**src/tifs_pkg.sv**
```systemverilog
// Constants for the counter initial value and channel flag summary block.
// Assumes a 32-bit APB slave with word-aligned registers.
package tifs_pkg;
   // Register byte addresses
   localparam logic [11:0] ADDR_INIT_HIGH  = 12'h000;
   localparam logic [11:0] ADDR_INIT_LOW   = 12'h004;
   localparam logic [11:0] ADDR_FLAG_SUM   = 12'h008;
   localparam logic [11:0] ADDR_IRQ_STAT   = 12'h00C;
   localparam logic [11:0] ADDR_IRQ_MASK   = 12'h010;
   localparam logic [11:0] ADDR_STATE      = 12'h014;
   // Reset values
   localparam logic [15:0] INIT_RESET     = 16'h0000;
   localparam logic [7:0]  FLAG_RESET     = 8'h00;
   localparam logic [7:0]  MASK_RESET     = 8'h00;
   localparam logic [31:0] RDATA_UNMAPPED = 32'h0000_0000;
   // State register fields
   localparam int STATE_CLK_STARTED = 0;
   localparam int STATE_LO_LATCHED  = 1;
   localparam int STATE_HI_LATCHED  = 2;
   // Channel mode codes
   localparam logic [2:0] MODE_OFF     = 3'h0;
   localparam logic [2:0] MODE_CAPTURE = 3'h1;
   localparam logic [2:0] MODE_COMPARE = 3'h2;
   localparam logic [2:0] MODE_EPWM    = 3'h3;
   localparam logic [2:0] MODE_CPWM    = 3'h4;
   localparam logic [2:0] MODE_COMBINE = 3'h5;
   // Register selector
   typedef enum {
      SEL_INIT_HIGH,
      SEL_INIT_LOW,
      SEL_FLAG_SUM,
      SEL_IRQ_STAT,
      SEL_IRQ_MASK,
      SEL_STATE,
      SEL_NONE
   } tifs_sel_e;
endpackage

```
**src/tifs_wr_if.sv**
```systemverilog
// Byte write path between the register slave and the coherency buffer.
// Assumes both ends sit on the same clock.
`timescale 1ns/10ps
interface tifs_wr_if;
   logic        byteWe;
   logic        byteHigh;
   logic [7:0]  byteData;
   logic        debugHalt;
   logic [15:0] value;
   logic        hiLatched;
   logic        loLatched;
   modport host (output byteWe, output byteHigh, output byteData, output debugHalt,
                 input value, input hiLatched, input loLatched);
   modport buffer (input byteWe, input byteHigh, input byteData, input debugHalt,
                   output value, output hiLatched, output loLatched);
endinterface

```
**src/tifs_coh_buf.sv**
```systemverilog
// Two-byte write coherency buffer for the counter initial value.
// Assumes one byte write per cycle at most, qualified by the caller.
`timescale 1ns/10ps
module tifs_coh_buf (
   // Clock and reset
   input wire logic   clk,
   input wire logic   sys_rst,
   input wire logic   clkEn,
   // Write path
   tifs_wr_if.buffer  wr
);
   logic [15:0] value_q,  value_d;
   logic [15:0] hold_q,   hold_d;
   logic        hiLat_q,  hiLat_d;
   logic        loLat_q,  loLat_d;

   always_comb begin
      value_d = value_q;
      hold_d  = hold_q;
      hiLat_d = hiLat_q;
      loLat_d = loLat_q;
      if (wr.byteWe) begin
         if (wr.debugHalt) begin
            // Latches stay frozen; byte goes straight to the register
            if (wr.byteHigh) begin
               value_d[15:8] = wr.byteData;
            end else begin
               value_d[7:0] = wr.byteData;
            end
         end else if (wr.byteHigh) begin
            hold_d[15:8] = wr.byteData;
            if (loLat_q) begin
               value_d = {wr.byteData, hold_q[7:0]};
               loLat_d = 1'b0;
            end else begin
               hiLat_d = 1'b1;
            end
         end else begin
            hold_d[7:0] = wr.byteData;
            if (hiLat_q) begin
               value_d = {hold_q[15:8], wr.byteData};
               hiLat_d = 1'b0;
            end else begin
               loLat_d = 1'b1;
            end
         end
      end
   end

   // Latch flags and holding bytes only move outside debug halt
   always_ff @(posedge clk) begin
      if (sys_rst) begin
         value_q <= tifs_pkg::INIT_RESET;
         hold_q  <= tifs_pkg::INIT_RESET;
         hiLat_q <= 1'b0;
         loLat_q <= 1'b0;
      end else if (clkEn) begin
         value_q <= value_d;
         hold_q  <= hold_d;
         hiLat_q <= hiLat_d;
         loLat_q <= loLat_d;
      end
   end

   assign wr.value     = value_q;
   assign wr.hiLatched = hiLat_q;
   assign wr.loLatched = loLat_q;
endmodule

```
**src/tifs_top.sv**
```systemverilog
// Counter initial value register and channel flag summary, APB slave.
// Assumes all timer-side inputs are on clk; pready answers in the access cycle.
//
// Local design decisions: the register offsets and the APB interface to the registers.
`timescale 1ns/10ps
module tifs_top #(
   parameter int CHANNELS = 8
) (
   // Clock and reset
   input  wire logic                  clk,
   input  wire logic                  sys_rst,
   input  wire logic                  clkEn,
   // APB slave
   input  wire logic                  psel,
   input  wire logic                  penable,
   input  wire logic                  pwrite,
   input  wire logic [11:0]           paddr,
   input  wire logic [31:0]           pwdata,
   output logic      [31:0]           prdata,
   output logic                       pready,
   output logic                       pslverr,
   // Timer side
   input  wire logic                  debugHalt,
   input  wire logic [1:0]            clockSourceSelect,
   input  wire logic                  counterWritten,
   input  wire logic [CHANNELS-1:0]   chanCaptureEdge,
   input  wire logic [CHANNELS-1:0]   chanMatch,
   input  wire logic [CHANNELS-1:0]   chanDutyExtreme,
   input  wire logic [3*CHANNELS-1:0] chanMode,
   // Results
   output logic      [15:0]           counterInitialValue,
   output logic                       counterStartZero,
   output logic      [CHANNELS-1:0]   channelEventFlag,
   output logic                       irq
);
   tifs_wr_if wr ();

   tifs_coh_buf u_buf (
      .clk     (clk),
      .sys_rst (sys_rst),
      .clkEn   (clkEn),
      .wr      (wr)
   );

   function automatic tifs_pkg::tifs_sel_e regSel(input logic [11:0] a);
      case (a)
         tifs_pkg::ADDR_INIT_HIGH: regSel = tifs_pkg::SEL_INIT_HIGH;
         tifs_pkg::ADDR_INIT_LOW:  regSel = tifs_pkg::SEL_INIT_LOW;
         tifs_pkg::ADDR_FLAG_SUM:  regSel = tifs_pkg::SEL_FLAG_SUM;
         tifs_pkg::ADDR_IRQ_STAT:  regSel = tifs_pkg::SEL_IRQ_STAT;
         tifs_pkg::ADDR_IRQ_MASK:  regSel = tifs_pkg::SEL_IRQ_MASK;
         tifs_pkg::ADDR_STATE:     regSel = tifs_pkg::SEL_STATE;
         default:                  regSel = tifs_pkg::SEL_NONE;
      endcase
   endfunction

   // Set request of one channel from its mode and timer events
   function automatic logic chanEvent(input logic [2:0] mode, input logic edgeSeen,
                                      input logic match, input logic dutyExtreme);
      case (mode)
         tifs_pkg::MODE_CAPTURE: chanEvent = edgeSeen;
         tifs_pkg::MODE_COMPARE: chanEvent = match;
         tifs_pkg::MODE_EPWM:    chanEvent = match && !dutyExtreme;
         tifs_pkg::MODE_CPWM:    chanEvent = match && !dutyExtreme;
         tifs_pkg::MODE_COMBINE: chanEvent = match;
         default:                chanEvent = 1'b0;
      endcase
   endfunction

   // Bus state
   logic [31:0]         prdata_q,  prdata_d;
   logic                pready_q,  pready_d;
   logic                pslverr_q, pslverr_d;
   // Flag state
   logic [CHANNELS-1:0] flag_q,    flag_d;
   logic [CHANNELS-1:0] armed_q,   armed_d;
   logic [CHANNELS-1:0] stat_q,    stat_d;
   logic [CHANNELS-1:0] mask_q,    mask_d;
   logic                irq_q,     irq_d;
   // Counter start state
   logic                started_q, started_d;
   logic                cntInit_q, cntInit_d;
   logic                zero_q,    zero_d;
   logic [15:0]         initOut_q;

   logic                access;
   logic                wrAcc;
   logic                rdAcc;
   tifs_pkg::tifs_sel_e sel;
   logic [CHANNELS-1:0] setReq;

   assign sel    = regSel(paddr);
   assign access = psel && penable && pready_q;
   assign wrAcc  = access && pwrite;
   assign rdAcc  = access && !pwrite;

   always_comb begin
      for (int i = 0; i < CHANNELS; i++) begin
         setReq[i] = chanEvent(chanMode[3*i +: 3], chanCaptureEdge[i], chanMatch[i], chanDutyExtreme[i]);
      end
   end

   // Byte writes to the initial value go through the coherency buffer
   always_comb begin
      wr.byteWe    = wrAcc && (sel == tifs_pkg::SEL_INIT_HIGH || sel == tifs_pkg::SEL_INIT_LOW);
      wr.byteHigh  = (sel == tifs_pkg::SEL_INIT_HIGH);
      wr.byteData  = pwdata[7:0];
      wr.debugHalt = debugHalt;
   end

   // APB: read data prepared in setup, presented in access
   always_comb begin
      pready_d  = psel && !penable;
      pslverr_d = psel && !penable && (sel == tifs_pkg::SEL_NONE);
      prdata_d  = tifs_pkg::RDATA_UNMAPPED;
      if (psel && !penable && !pwrite) begin
         case (sel)
            tifs_pkg::SEL_INIT_HIGH: prdata_d[7:0] = wr.value[15:8];
            tifs_pkg::SEL_INIT_LOW:  prdata_d[7:0] = wr.value[7:0];
            tifs_pkg::SEL_FLAG_SUM:  prdata_d[CHANNELS-1:0] = flag_q;
            tifs_pkg::SEL_IRQ_STAT:  prdata_d[CHANNELS-1:0] = stat_q;
            tifs_pkg::SEL_IRQ_MASK:  prdata_d[CHANNELS-1:0] = mask_q;
            tifs_pkg::SEL_STATE: begin
               prdata_d[tifs_pkg::STATE_CLK_STARTED] = started_q;
               prdata_d[tifs_pkg::STATE_LO_LATCHED]  = wr.loLatched;
               prdata_d[tifs_pkg::STATE_HI_LATCHED]  = wr.hiLatched;
            end
            default:                 prdata_d = tifs_pkg::RDATA_UNMAPPED;
         endcase
      end
   end

   // Flags: read arms the clear, a zero write completes it, a new set wins
   always_comb begin
      flag_d  = flag_q;
      armed_d = armed_q;
      if (rdAcc && sel == tifs_pkg::SEL_FLAG_SUM) begin
         armed_d = armed_q | prdata_q[CHANNELS-1:0];
      end
      if (wrAcc && sel == tifs_pkg::SEL_FLAG_SUM) begin
         // Ones written leave a flag alone; zeros clear only armed flags
         flag_d  = flag_q & ~(armed_q & ~pwdata[CHANNELS-1:0]);
         armed_d = armed_q & pwdata[CHANNELS-1:0];
      end
      flag_d  = flag_d | setReq;
      armed_d = armed_d & ~setReq;
   end

   // Interrupt status: sticky on each set request, cleared by a read
   always_comb begin
      stat_d = stat_q;
      mask_d = mask_q;
      if (rdAcc && sel == tifs_pkg::SEL_IRQ_STAT) begin
         stat_d = stat_q & ~prdata_q[CHANNELS-1:0];
      end
      stat_d = stat_d | setReq;
      if (wrAcc && sel == tifs_pkg::SEL_IRQ_MASK) begin
         mask_d = pwdata[CHANNELS-1:0];
      end
      irq_d = |(stat_d & mask_d);
   end

   // Counter start: zero on first clock selection unless initialised first
   always_comb begin
      started_d = started_q;
      cntInit_d = cntInit_q | counterWritten;
      zero_d    = 1'b0;
      if (!started_q && clockSourceSelect != 2'b00) begin
         started_d = 1'b1;
         zero_d    = !cntInit_d;
      end
   end

   always_ff @(posedge clk) begin
      if (sys_rst) begin
         prdata_q  <= tifs_pkg::RDATA_UNMAPPED;
         pready_q  <= 1'b0;
         pslverr_q <= 1'b0;
         flag_q    <= tifs_pkg::FLAG_RESET;
         armed_q   <= tifs_pkg::FLAG_RESET;
         stat_q    <= tifs_pkg::FLAG_RESET;
         mask_q    <= tifs_pkg::MASK_RESET;
         irq_q     <= 1'b0;
         started_q <= 1'b0;
         cntInit_q <= 1'b0;
         zero_q    <= 1'b0;
         initOut_q <= tifs_pkg::INIT_RESET;
      end else if (clkEn) begin
         prdata_q  <= prdata_d;
         pready_q  <= pready_d;
         pslverr_q <= pslverr_d;
         flag_q    <= flag_d;
         armed_q   <= armed_d;
         stat_q    <= stat_d;
         mask_q    <= mask_d;
         irq_q     <= irq_d;
         started_q <= started_d;
         cntInit_q <= cntInit_d;
         zero_q    <= zero_d;
         // Extra stage keeps the output on a flop; one cycle behind the register
         initOut_q <= wr.value;
      end
   end

   assign prdata              = prdata_q;
   assign pready              = pready_q;
   assign pslverr             = pslverr_q;
   assign counterInitialValue = initOut_q;
   assign counterStartZero    = zero_q;
   assign channelEventFlag    = flag_q;
   assign irq                 = irq_q;
endmodule

```
**config.mk**
```make
export PLATFORM = sky130hd
export DESIGN_NAME = tifs_top
export DESIGN_NICKNAME = d
export VERILOG_FILES = /design/src/tifs_pkg.sv /design/src/tifs_wr_if.sv /design/src/tifs_coh_buf.sv /design/src/tifs_top.sv
export SDC_FILE = /design/constraint.sdc
export NUM_CORES = 1
export LEC_CHECK = 0
export BUFFER_PORTS_ARGS = -buffer_cell sky130_fd_sc_hd__buf_2
export CAP_MARGIN = 20
export CORE_MARGIN = 1
export CORE_UTILIZATION = 47
export DETAILED_ROUTE_END_ITERATION = 7
export GPL_TIMING_DRIVEN = 0
export HOLD_SLACK_MARGIN = 0.08
export PLACE_DENSITY_LB_ADDON = 0.15
export SLEW_MARGIN = 20
export SYNTH_ARGS = -nofsm -noshare
export SYNTH_HDL_FRONTEND = slang
export SYNTH_SLANG_ARGS = --single-unit
```
**constraint.sdc**
```tcl
create_clock -name clk -period 4.2 [get_ports clk]
set_input_delay 1.26 -clock clk [delete_from_list [all_inputs] [get_ports clk]]
set_output_delay 1.26 -clock clk [all_outputs]
set_load 0.01 [all_outputs]
```
# Word-level counts from Yosys, hierarchy flattened
# Cells that the tools add are included.
# Widths: inputs -> output; s select.
classes:
  n_reduce_logical: 64
  mux: 28
  n_eq_ne: 61
  bitwise: 16
ops:
  columns: ["op", "count"]
  rows:
  - ["$eq 32x3->1 const B", 4]
  - ["$eq 32x2->1 const B", 3]
  - ["$eq 32x4->1 const B", 2]
  - ["$logic_not 32->1", 2]
  - ["$mux 16", 4]
  - ["$mux 8", 8]
  - ["$and 8x8->8", 6]
  - ["$eq 3x2->1 const B", 16]
  - ["$eq 3x3->1 const B", 16]
  - ["$pmux 3 s6", 2]
  - ["$eq 32x1->1 const B", 1]
  - ["$not 8->8", 4]
  - ["$reduce_or 2->1", 16]
  - ["$pmux 5 s5", 1]
  - ["$eq 12x4->1 const B", 2]
  - ["$eq 12x5->1 const B", 2]
  - ["$eq 3x1->1 const B", 8]
  - ["$or 8x8->8", 3]
  - ["$pmux 1 s3", 8]
  - ["$logic_and 1x1->1", 21]
  - ["$reduce_and 4->1", 4]
  - ["$eq 12x3->1 const B", 1]
  - ["$logic_not 1->1", 12]
  - ["$logic_not 12->1", 1]
  - ["12 further kinds", 22]
word_totals:
  word_cells: 187
  ff_bits: 120
  output_inout_bits: 60

# Longest topological paths before layout
# Gate-level depths: netlist (run 1).
depth:
  ltp_word: 8
  mapped_depth: 14
  ltp_nobuf: 10

# Cells and area by module
# A second synthesis (run 1) with hierarchy kept.
hier_totals:
  cells_unflattened: 618
  area_unflattened_um2: 5084.9
modules_own_cells:
  columns: ["module", "cells_per_inst", "instances", "area_per_inst_um2", "seq_area_each_um2"]
  rows:
  - ["tifs_top", 450, 1, 3672.3, 1241.2]
  - ["tifs_coh_buf", 168, 1, 1412.6, 680.7]

# Worst setup path before layout (run 1)
# No wires, ideal clock.
synth_timing:
  path_kind: "input-to-reg"
  start: "input paddr[1]"
  end: "register flag_q[7] (netlist: channelEventFlag[7])"
  setup_ns: 0.135
  t_required_ns: 4.065
  t_arrival_ns: 4.168
  path_buffers: 4
  stages: 13
  slack_ns: -0.104
  path_cell_list: "nor4_4 > and3_1 > clkbuf_1 > clkbuf_1 > nand2_1 > ha_1 > clkbuf_1 > nor4b_2 > and2_0 > clkbuf_1 > nand3_1 > o21ai_0 > a21oi_1"
synth_via:
  elab_chain_cells: 6
  elab_cells_between_ends: 11
synth_lines:
  columns: ["item", "line_no", "rtl"]
  rows:
  - ["from (decl)", "tifs_top.sv:17", "input wire logic [11:0] paddr,"]
  - ["$eq 12x5->1, or another cell as far along", "tifs_top.sv:46", "case (a)"]
  - ["$pmux 3 s6 (*)", "tifs_top.sv:46", null]
  - ["$eq 32x3->1 (*)", "tifs_top.sv:140", "if (wrAcc && sel == tifs_pkg::SEL_FLAG_SUM) begin"]
  - ["$logic_and 1x1->1 (*)", "tifs_top.sv:140", null]
  - ["$mux 8 (*)", "tifs_top.sv:140", null]
  - ["$or 8x8->8 (*)", "tifs_top.sv:145", "flag_d = flag_d | setReq;"]
  - ["to (signal assigned)", "tifs_top.sv:179", "flag_q <= tifs_pkg::FLAG_RESET;"]
  - ["to (signal assigned)", "tifs_top.sv:192", "flag_q <= flag_d;"]
  - ["to (decl)", "tifs_top.sv:75", "logic [CHANNELS-1:0] flag_q, flag_d;"]
# Mark *: on every way between the ends. The rest lies on a longest branch, timed or not.
# A chain may end at the register's enable or synchronous reset.

# Worst setup path in the final report (run 1)
layout_timing:
  start: "input paddr[6]"
  end: "register irq_q (netlist: irq)"
layout_via:
  elab_chain_cells: 8
  elab_cells_between_ends: 16
layout_lines:
  columns: ["item", "line_no", "rtl"]
  rows:
  - ["$eq 12x5->1, or another cell as far along", "tifs_top.sv:46", null]
  - ["$pmux 3 s6 (*)", "tifs_top.sv:46", null]
  - ["$eq 32x3->1", "tifs_top.sv:153", "if (rdAcc && sel == tifs_pkg::SEL_IRQ_STAT) begin"]
  - ["$logic_and 1x1->1", "tifs_top.sv:153", null]
  - ["$mux 8", "tifs_top.sv:153", null]
  - ["$or 8x8->8", "tifs_top.sv:156", "stat_d = stat_d | setReq;"]
  - ["$and 8x8->8 (*)", "tifs_top.sv:160", "irq_d = |(stat_d & mask_d);"]
  - ["$reduce_or 8->1 (*)", "tifs_top.sv:160", null]
  - ["to (signal assigned)", "tifs_top.sv:196", "irq_q <= irq_d;"]
  - ["to (decl)", "tifs_top.sv:79", "logic irq_q, irq_d;"]
# Marks and branches as above.

==> metrics.yaml, run 1 <==
outcome:
  status: "complete, no violations"
power_and_ir_drop:
  p_leak_nw: 2.62
  internal_power_w: 0.00124
  p_sw_share_pct: 28.8
  pwr-share-comb_pct: 13.3
  vdd_drop_max_mv: 0.149
  power_frac_seq_pct: 53.7
  finalPower_w: 0.00175
  p_sw_w: 0.000504
  p_per_area_nw_per_um2: 281
  p_clk_share_pct: 33.0
setup_path:
  endpoint_kind: "flip-flop"
  r2r-end: "irq"
  startpoint_type: "primary input"
  cp-startpoint: "paddr[6]"
  arrival_ns: 4.31
  r2r_setup_slack_ns: 2.15
  worstPathRequired_ns: 4.47
  path_class: "in -> reg"
  rr_startpoint: "pready"
  reg2reg_depth: 7
  cp_max_fo: 10
routing:
  ant_nets: 0
  vias: 5214
  routedWlPerCell_um: 17.7
  viasPerCell: 5.81
  first_pass_iters: 7
  drc: 0
  wl_um: 15900
  drt-initial-drc-count: 599
min_path:
  min_to: "u_buf.hold_q[13]"
  hold_start: "u_buf.hold_q[13]"
  min_path_cells: 2
  hp-class: "reg -> reg"
clocking:
  cts_inserted_buffers: 9
  insertion_delay_ns: 0.39
  h-tree-depth: 3
  cts_root_buf: "clkbuf_8"
  clock-sinks: 96
  clkTransAtPathRegs_ns: 0.09
  cts_tree: "done"
  clockBufferDepth: 2
grt:
  grt_use_total_pct: 28.1
  antenna_found_initial: 0
  grt_pass1_vias: 4610
  grt_max_degree: 18
  gr-total-overflow: 0
  grt_pass1_wl_um: 24400
yosys:
  synth_edf_count: 0
  synth_ff_type: "dfxtp_1"
  synth_cell_types: 63
  postSynthAreaPerCell_um2: 8.48
  synth_sequential_area_ratio_pct: 37.3
  syn_inst: 608
  netlist_area_um2: 5150
  yosysMostFrequentCell: "dfxtp_1"
  yosys.area.top_type_share_pct: 37.3
  synthTopCellsByArea: "dfxtp_1 37%, mux2i_1 9.1%, nor2_1 5.0%"
  synth_top_cell_by_area: "dfxtp_1"
  yosysWarnings: 0
  synth.top_cells.by_count: "96 x dfxtp_1, 68 x nor2_1, 65 x nand2_1"
  synthArstFlopShare_pct: 0
  synth-seq-cells: 96
timing:
  slew-limit-headroom_pct: 52.1
  finalHoldViolations: 0
  setup_violations: 0
  worstMarginPinSlew_ns: 0.719
  skew_ns: 0.0157
  max_freq_mhz: 248
  drv_slew: 0
  finalCriticalPeriod_ns: 4.04
  timing.final.crit_share_pct: 96.1
floorplan:
  die_x_um: 107
  rows: 37
  die_h_um: 107
  die-area_um2: 11400
  start_util_pct: 49.3
  io_pins: 162
  coreArea_um2: 10500
layout:
  n_antenna_cell: 0
  postLayoutCoreUtil_pct: 59.5
  synthToLayoutAreaGrowth_pct: 20.7
  layout-drive-gt1-share_pct: 26.9
  layout.nets: 859
run:
  drv_cap: 0
place:
  portBuffers: 109
  place.gp.congestion: 0.956
  hpwl_um: 12000
[repair_timing]
action	CTS	global route
hold endpoints to repair	0	0
buffers inserted	3	3
cloned	0	0
pin swaps	3	1
hold buffers	0	0
resized for setup	5	6
setup endpoints to repair	62	57
[area by class of cell]
type | count | area, um2
fillers | 973 | 4240
well taps | 136 | 170
clock inverters | 7 | 53.8
plain buffers | 61 | 359
multi-input cells | 458 | 2950
clock buffers | 9 | 124
flip-flops and latches | 96 | 1920
inverters | 15 | 56.3
repair buffers | 115 | 591
[through the flow]
step / setup TNS [ns] / worst slack [ns] / hold WS, ns / cells / instance area (um2)
after floorplan: 0 / 0.0121 / 0.436 / 631 / 5250
after global placement: -45.09 / -1.07 / 0.443 / 876 / 5970
after detailed placement: -50.35 / -1.15 / 0.448 / 876 / 5970
after CTS: 0 / 0.00981 / 0.468 / 894 / 6180
after global routing: -0.0340 / -0.0340 / 0.488 / 897 / 6220
final: 0 / 0.163 / 0.468 / 897 / 6220
[layer usage]
metal	GRT usage, %	share of wire [%]
met1	38.7	42
met2	41.0	42
met3	6.69	11
met4	13.3	4.0
met5	0	0
[cells by family after synthesis]
| kind of cell | synth area share [%] |
|---|---|
| buffers and inverters | 8.01 |
| multiplexers | 10.9 |
| other | 0.0727 |
| AND/OR/NAND/NOR | 20.5 |
| adder cells (fa/ha/maj) | 0.243 |
| flip-flops | 37.3 |
| AO/OA/AOI/OAI | 23.0 |
[worst max-delay path: stages]
cell and delay (ns):
buf_2 0.11, nor3_4 0.30, and3_4 0.32, clkbuf_4 0.25, nand2_1 0.08, ha_1 0.22
and4bb_2 0.39, and2_1 0.14, buf_2 0.22, nand3_1 0.13, a211oi_2 0.30, o32ai_1 0.14
o41a_1 0.41
[registers in the layout, indices dropped and copies added (netlist names)]
name / cells
counterStartZero: 1
pslverr: 1
started_q: 1
stat_q: 8
counterInitialValue: 16
cntInit_q: 1
irq: 1
prdata: 8
pready: 1
u_buf.hold_q: 16
u_buf.wr.value: 16
armed_q: 8
channelEventFlag: 8
u_buf.wr.hiLatched: 1
mask_q: 8
u_buf.wr.loLatched: 1
[power by group through the flow]
stage	Combinational (W)	Clock, W	Sequential [W]
after floorplan	0.000131	0	0.000957
after global placement	0.000219	0	0.000958
after detailed placement	0.000225	0	0.000958
after CTS	0.000226	0.000574	0.000937
after global routing	0.000254	0.000614	0.000939
final	0.000233	0.000576	0.000938
[cells in the final DEF, fill, tap and decap left out, drive strengths merged, types with 3 or more instances in the layout]
master   instances
nand3           19
clkbuf          32
a21o             3
o21ai           41
nor4b            3
and4             3
a222oi           8
a221oi           4
a22o             6
a22oi            8
nor3             3
a21oi           50
nand2b          10
nor2            69
a311oi           7
dfxtp           96
nand2           67
inv             18
mux2             7
nand3b           7
nand4b           7
buf            153
and2             3
a2bb2oi          7
and3             4
conb            24
mux2i           48
o22ai            4
nor2b            4
a211oi          17
[how the worst max path moves through the flow]
stage,slack [ns],end
floorplan,0.01,irq
global placement,-1.07,channelEventFlag[5]
detailed placement,-1.15,channelEventFlag[6]
CTS,0.01,irq
global route,-0.03,channelEventFlag[3]
finish,0.16,irq
Note: power is estimated with default switching activity, not from simulation.
==> run 2: changes to the inputs <==
--- a/config.mk
+++ b/config.mk
@@ -8,7 +8,7 @@
 export BUFFER_PORTS_ARGS = -buffer_cell sky130_fd_sc_hd__buf_2
 export CAP_MARGIN = 20
 export CORE_MARGIN = 1
-export CORE_UTILIZATION = 47
+export CORE_UTILIZATION = 52
 export DETAILED_ROUTE_END_ITERATION = 7
 export GPL_TIMING_DRIVEN = 0
 export HOLD_SLACK_MARGIN = 0.08
==> constraint.sdc (replaced) <==
create_clock -name clk -period 3.9 [get_ports clk]
set_input_delay 1.17 -clock clk [delete_from_list [all_inputs] [get_ports clk]]
set_output_delay 1.17 -clock clk [all_outputs]
set_load 0.01 [all_outputs]
==> metrics.yaml, run 2 (same netlist as run 1, synthesis figures left out) <==
outcome:
  status: "complete, no violations"
clocking:
  cts_tree: "done"
  insertion_delay_ns: 0.39  # about the same
  clockBufferDepth: 2  # unchanged
  clkTransAtPathRegs_ns: 0.10  # about the same
  cts_hold_buf: 0  # unchanged
  cts_inserted_buffers: 9  # unchanged
  cts_root_buf: "clkbuf_8"
  h-tree-depth: 3  # unchanged
  clock-sinks: 96  # unchanged
timing:
  setup_violations: 0  # unchanged
  finalHoldViolations: 0  # unchanged
  layout_setup_ws_ns: 0.0845  # -0.0788 ns
  timing.final.crit_share_pct: 97.8
  max_freq_mhz: 262
  slew-limit-headroom_pct: 48.6  # -3.4 points
  drv_slew: 0  # unchanged
  skew_ns: 0.0180  # +0.00223 ns
  finalCriticalPeriod_ns: 3.82
  worstMarginPinSlew_ns: 0.771  # +0.0516 ns
  tns_ns: 0  # unchanged
routing:
  wl_um: 16100  # +1.2%
  routedWlPerCell_um: 18.0  # +1.7%
  ant_nets: 0  # unchanged
  drt-initial-drc-count: 481  # -20%
  vias: 5326  # +2.1%
  viasPerCell: 5.96  # +2.6%
  first_pass_iters: 7  # unchanged
  drc: 0  # unchanged
layout:
  n_antenna_cell: 0  # unchanged
  final_cell_mix: "116 x buf_2, 96 x dfxtp_1, 67 x nor2_1"
  synthToLayoutAreaGrowth_pct: 21.7
  layout_commonest_cell: "buf_2"
  nFillCells: 794  # -18%
  layout.nets: 862  # +0.35%
  final_area_um2: 6270  # +0.80%
  layout-drive-gt1-share_pct: 27.1  # +0.16 points
  stdcell_count: 893  # -0.45%
floorplan:
  die_x_um: 102  # -4.8%
  start_util_pct: 54.8  # +5.5 points
  rows: 35  # -5.4%
  die_h_um: 102  # -4.8%
  io_pins: 162  # unchanged
  coreArea_um2: 9420  # -10%
  die-area_um2: 10300  # -9.4%
setup_path:
  endpoint_kind: "flip-flop"
  startpoint_type: "primary input"
  worstPathRequired_ns: 4.14  # -0.33 ns
  cp_max_fo: 10  # unchanged
  path_class: "in -> reg"
  arrival_ns: 4.06  # -0.25 ns
run:
  drv_cap: 0  # unchanged
place:
  dp_cells: 869  # -0.80%
  place.gp.congestion: 0.903  # -5.5%
  place_area_um2: 5990  # +0.31%
  hpwl_um: 11700  # -2.5%
  portBuffers: 109  # unchanged
  post-place-ws_ns: -1.04  # +0.114 ns
power_and_ir_drop:
  p_leak_nw: 2.67  # +1.9%
  vdd_drop_max_mv: 0.211  # +42%
  p_per_area_nw_per_um2: 307  # +9.5%
  finalPower_w: 0.00193  # +10%
grt:
  gr-total-overflow: 0  # unchanged
  antenna_found_initial: 0  # unchanged
  grt_pass1_vias: 4986  # +8.2%
  grt_use_total_pct: 31.9  # +3.9 points
  grt_max_degree: 20  # +2
  grt_pass1_wl_um: 24900  # +2.2%
min_path:
  hp-class: "reg -> reg"
[run 2: metal layers]
| layer | vias to the layer above | share of wire, % | track usage [%] |
|---|---|---|---|
| met2 | 345 | 45 | 50.8 |
| met4 | 0 | 3.4 | 16.8 |
| met3 | 54 | 10 | 5.11 |
| li1 | 2456 | - | - |
| met1 | 2471 | 41 | 41.7 |
| met5 | - | 0 | 0 |
[run 2: path summary, 6_finish.rpt]
check	to	startpoint	slack [ns]	cells past startpoint
worst min-delay path	u_buf.hold_q[15]	u_buf.hold_q[15]	0.46	2
worst max-delay path	channelEventFlag[1]	paddr[1]	0.08	14
worst max register to register	irq	pready	1.85	7
worst min register to register	u_buf.hold_q[15]	u_buf.hold_q[15]	0.46	2
[run 2: critical path: stages]
cell,delay [ns]
buf_2,0.11
nor4_4,0.30
and3_1,0.20
clkbuf_8,0.16
clkbuf_8,0.19
nand2_1,0.07
ha_1,0.22
clkbuf_4,0.20
nor4b_4,0.32
and2_0,0.17
clkbuf_2,0.28
nand3_2,0.27
o21ai_0,0.28
a21oi_1,0.10
[run 2: layout make-up]
type                       instances  area [um2]  share of cell area (%)
tap                              129         161                    2.57
clock buffer                       9         124                    1.97
multi-input combinational        458        2950                    47.0
inverter                          15        56.3                   0.898
clock inverter                     7        70.1                    1.12
timing repair buffer             117         606                    9.65
sequential                        96        1920                    30.6
buffer                            62         388                    6.18
[run 2: repair_timing]
action	CTS	global route
gates resized for setup	3	9
pin swaps	3	1
endpoints found under the setup margin	34	44
setup buffers	3	5
[run 2: per-stage QoR]
stage	utilization (%)	hold WS [ns]
after floorplan	-	0.436
after global placement	63.6	0.441
after detailed placement	63.6	0.448
after CTS	66.0	0.462
after global routing	66.6	0.489
final	66.6	0.463
[run 2: where the power goes]
group	internal [W]	switching, W	total (W)
registers	0.000996	0.0000130	0.00101
logic	0.000104	0.000147	0.000251
clock network	0.000253	0.000414	0.000668
total	0.00135	0.000574	0.00193
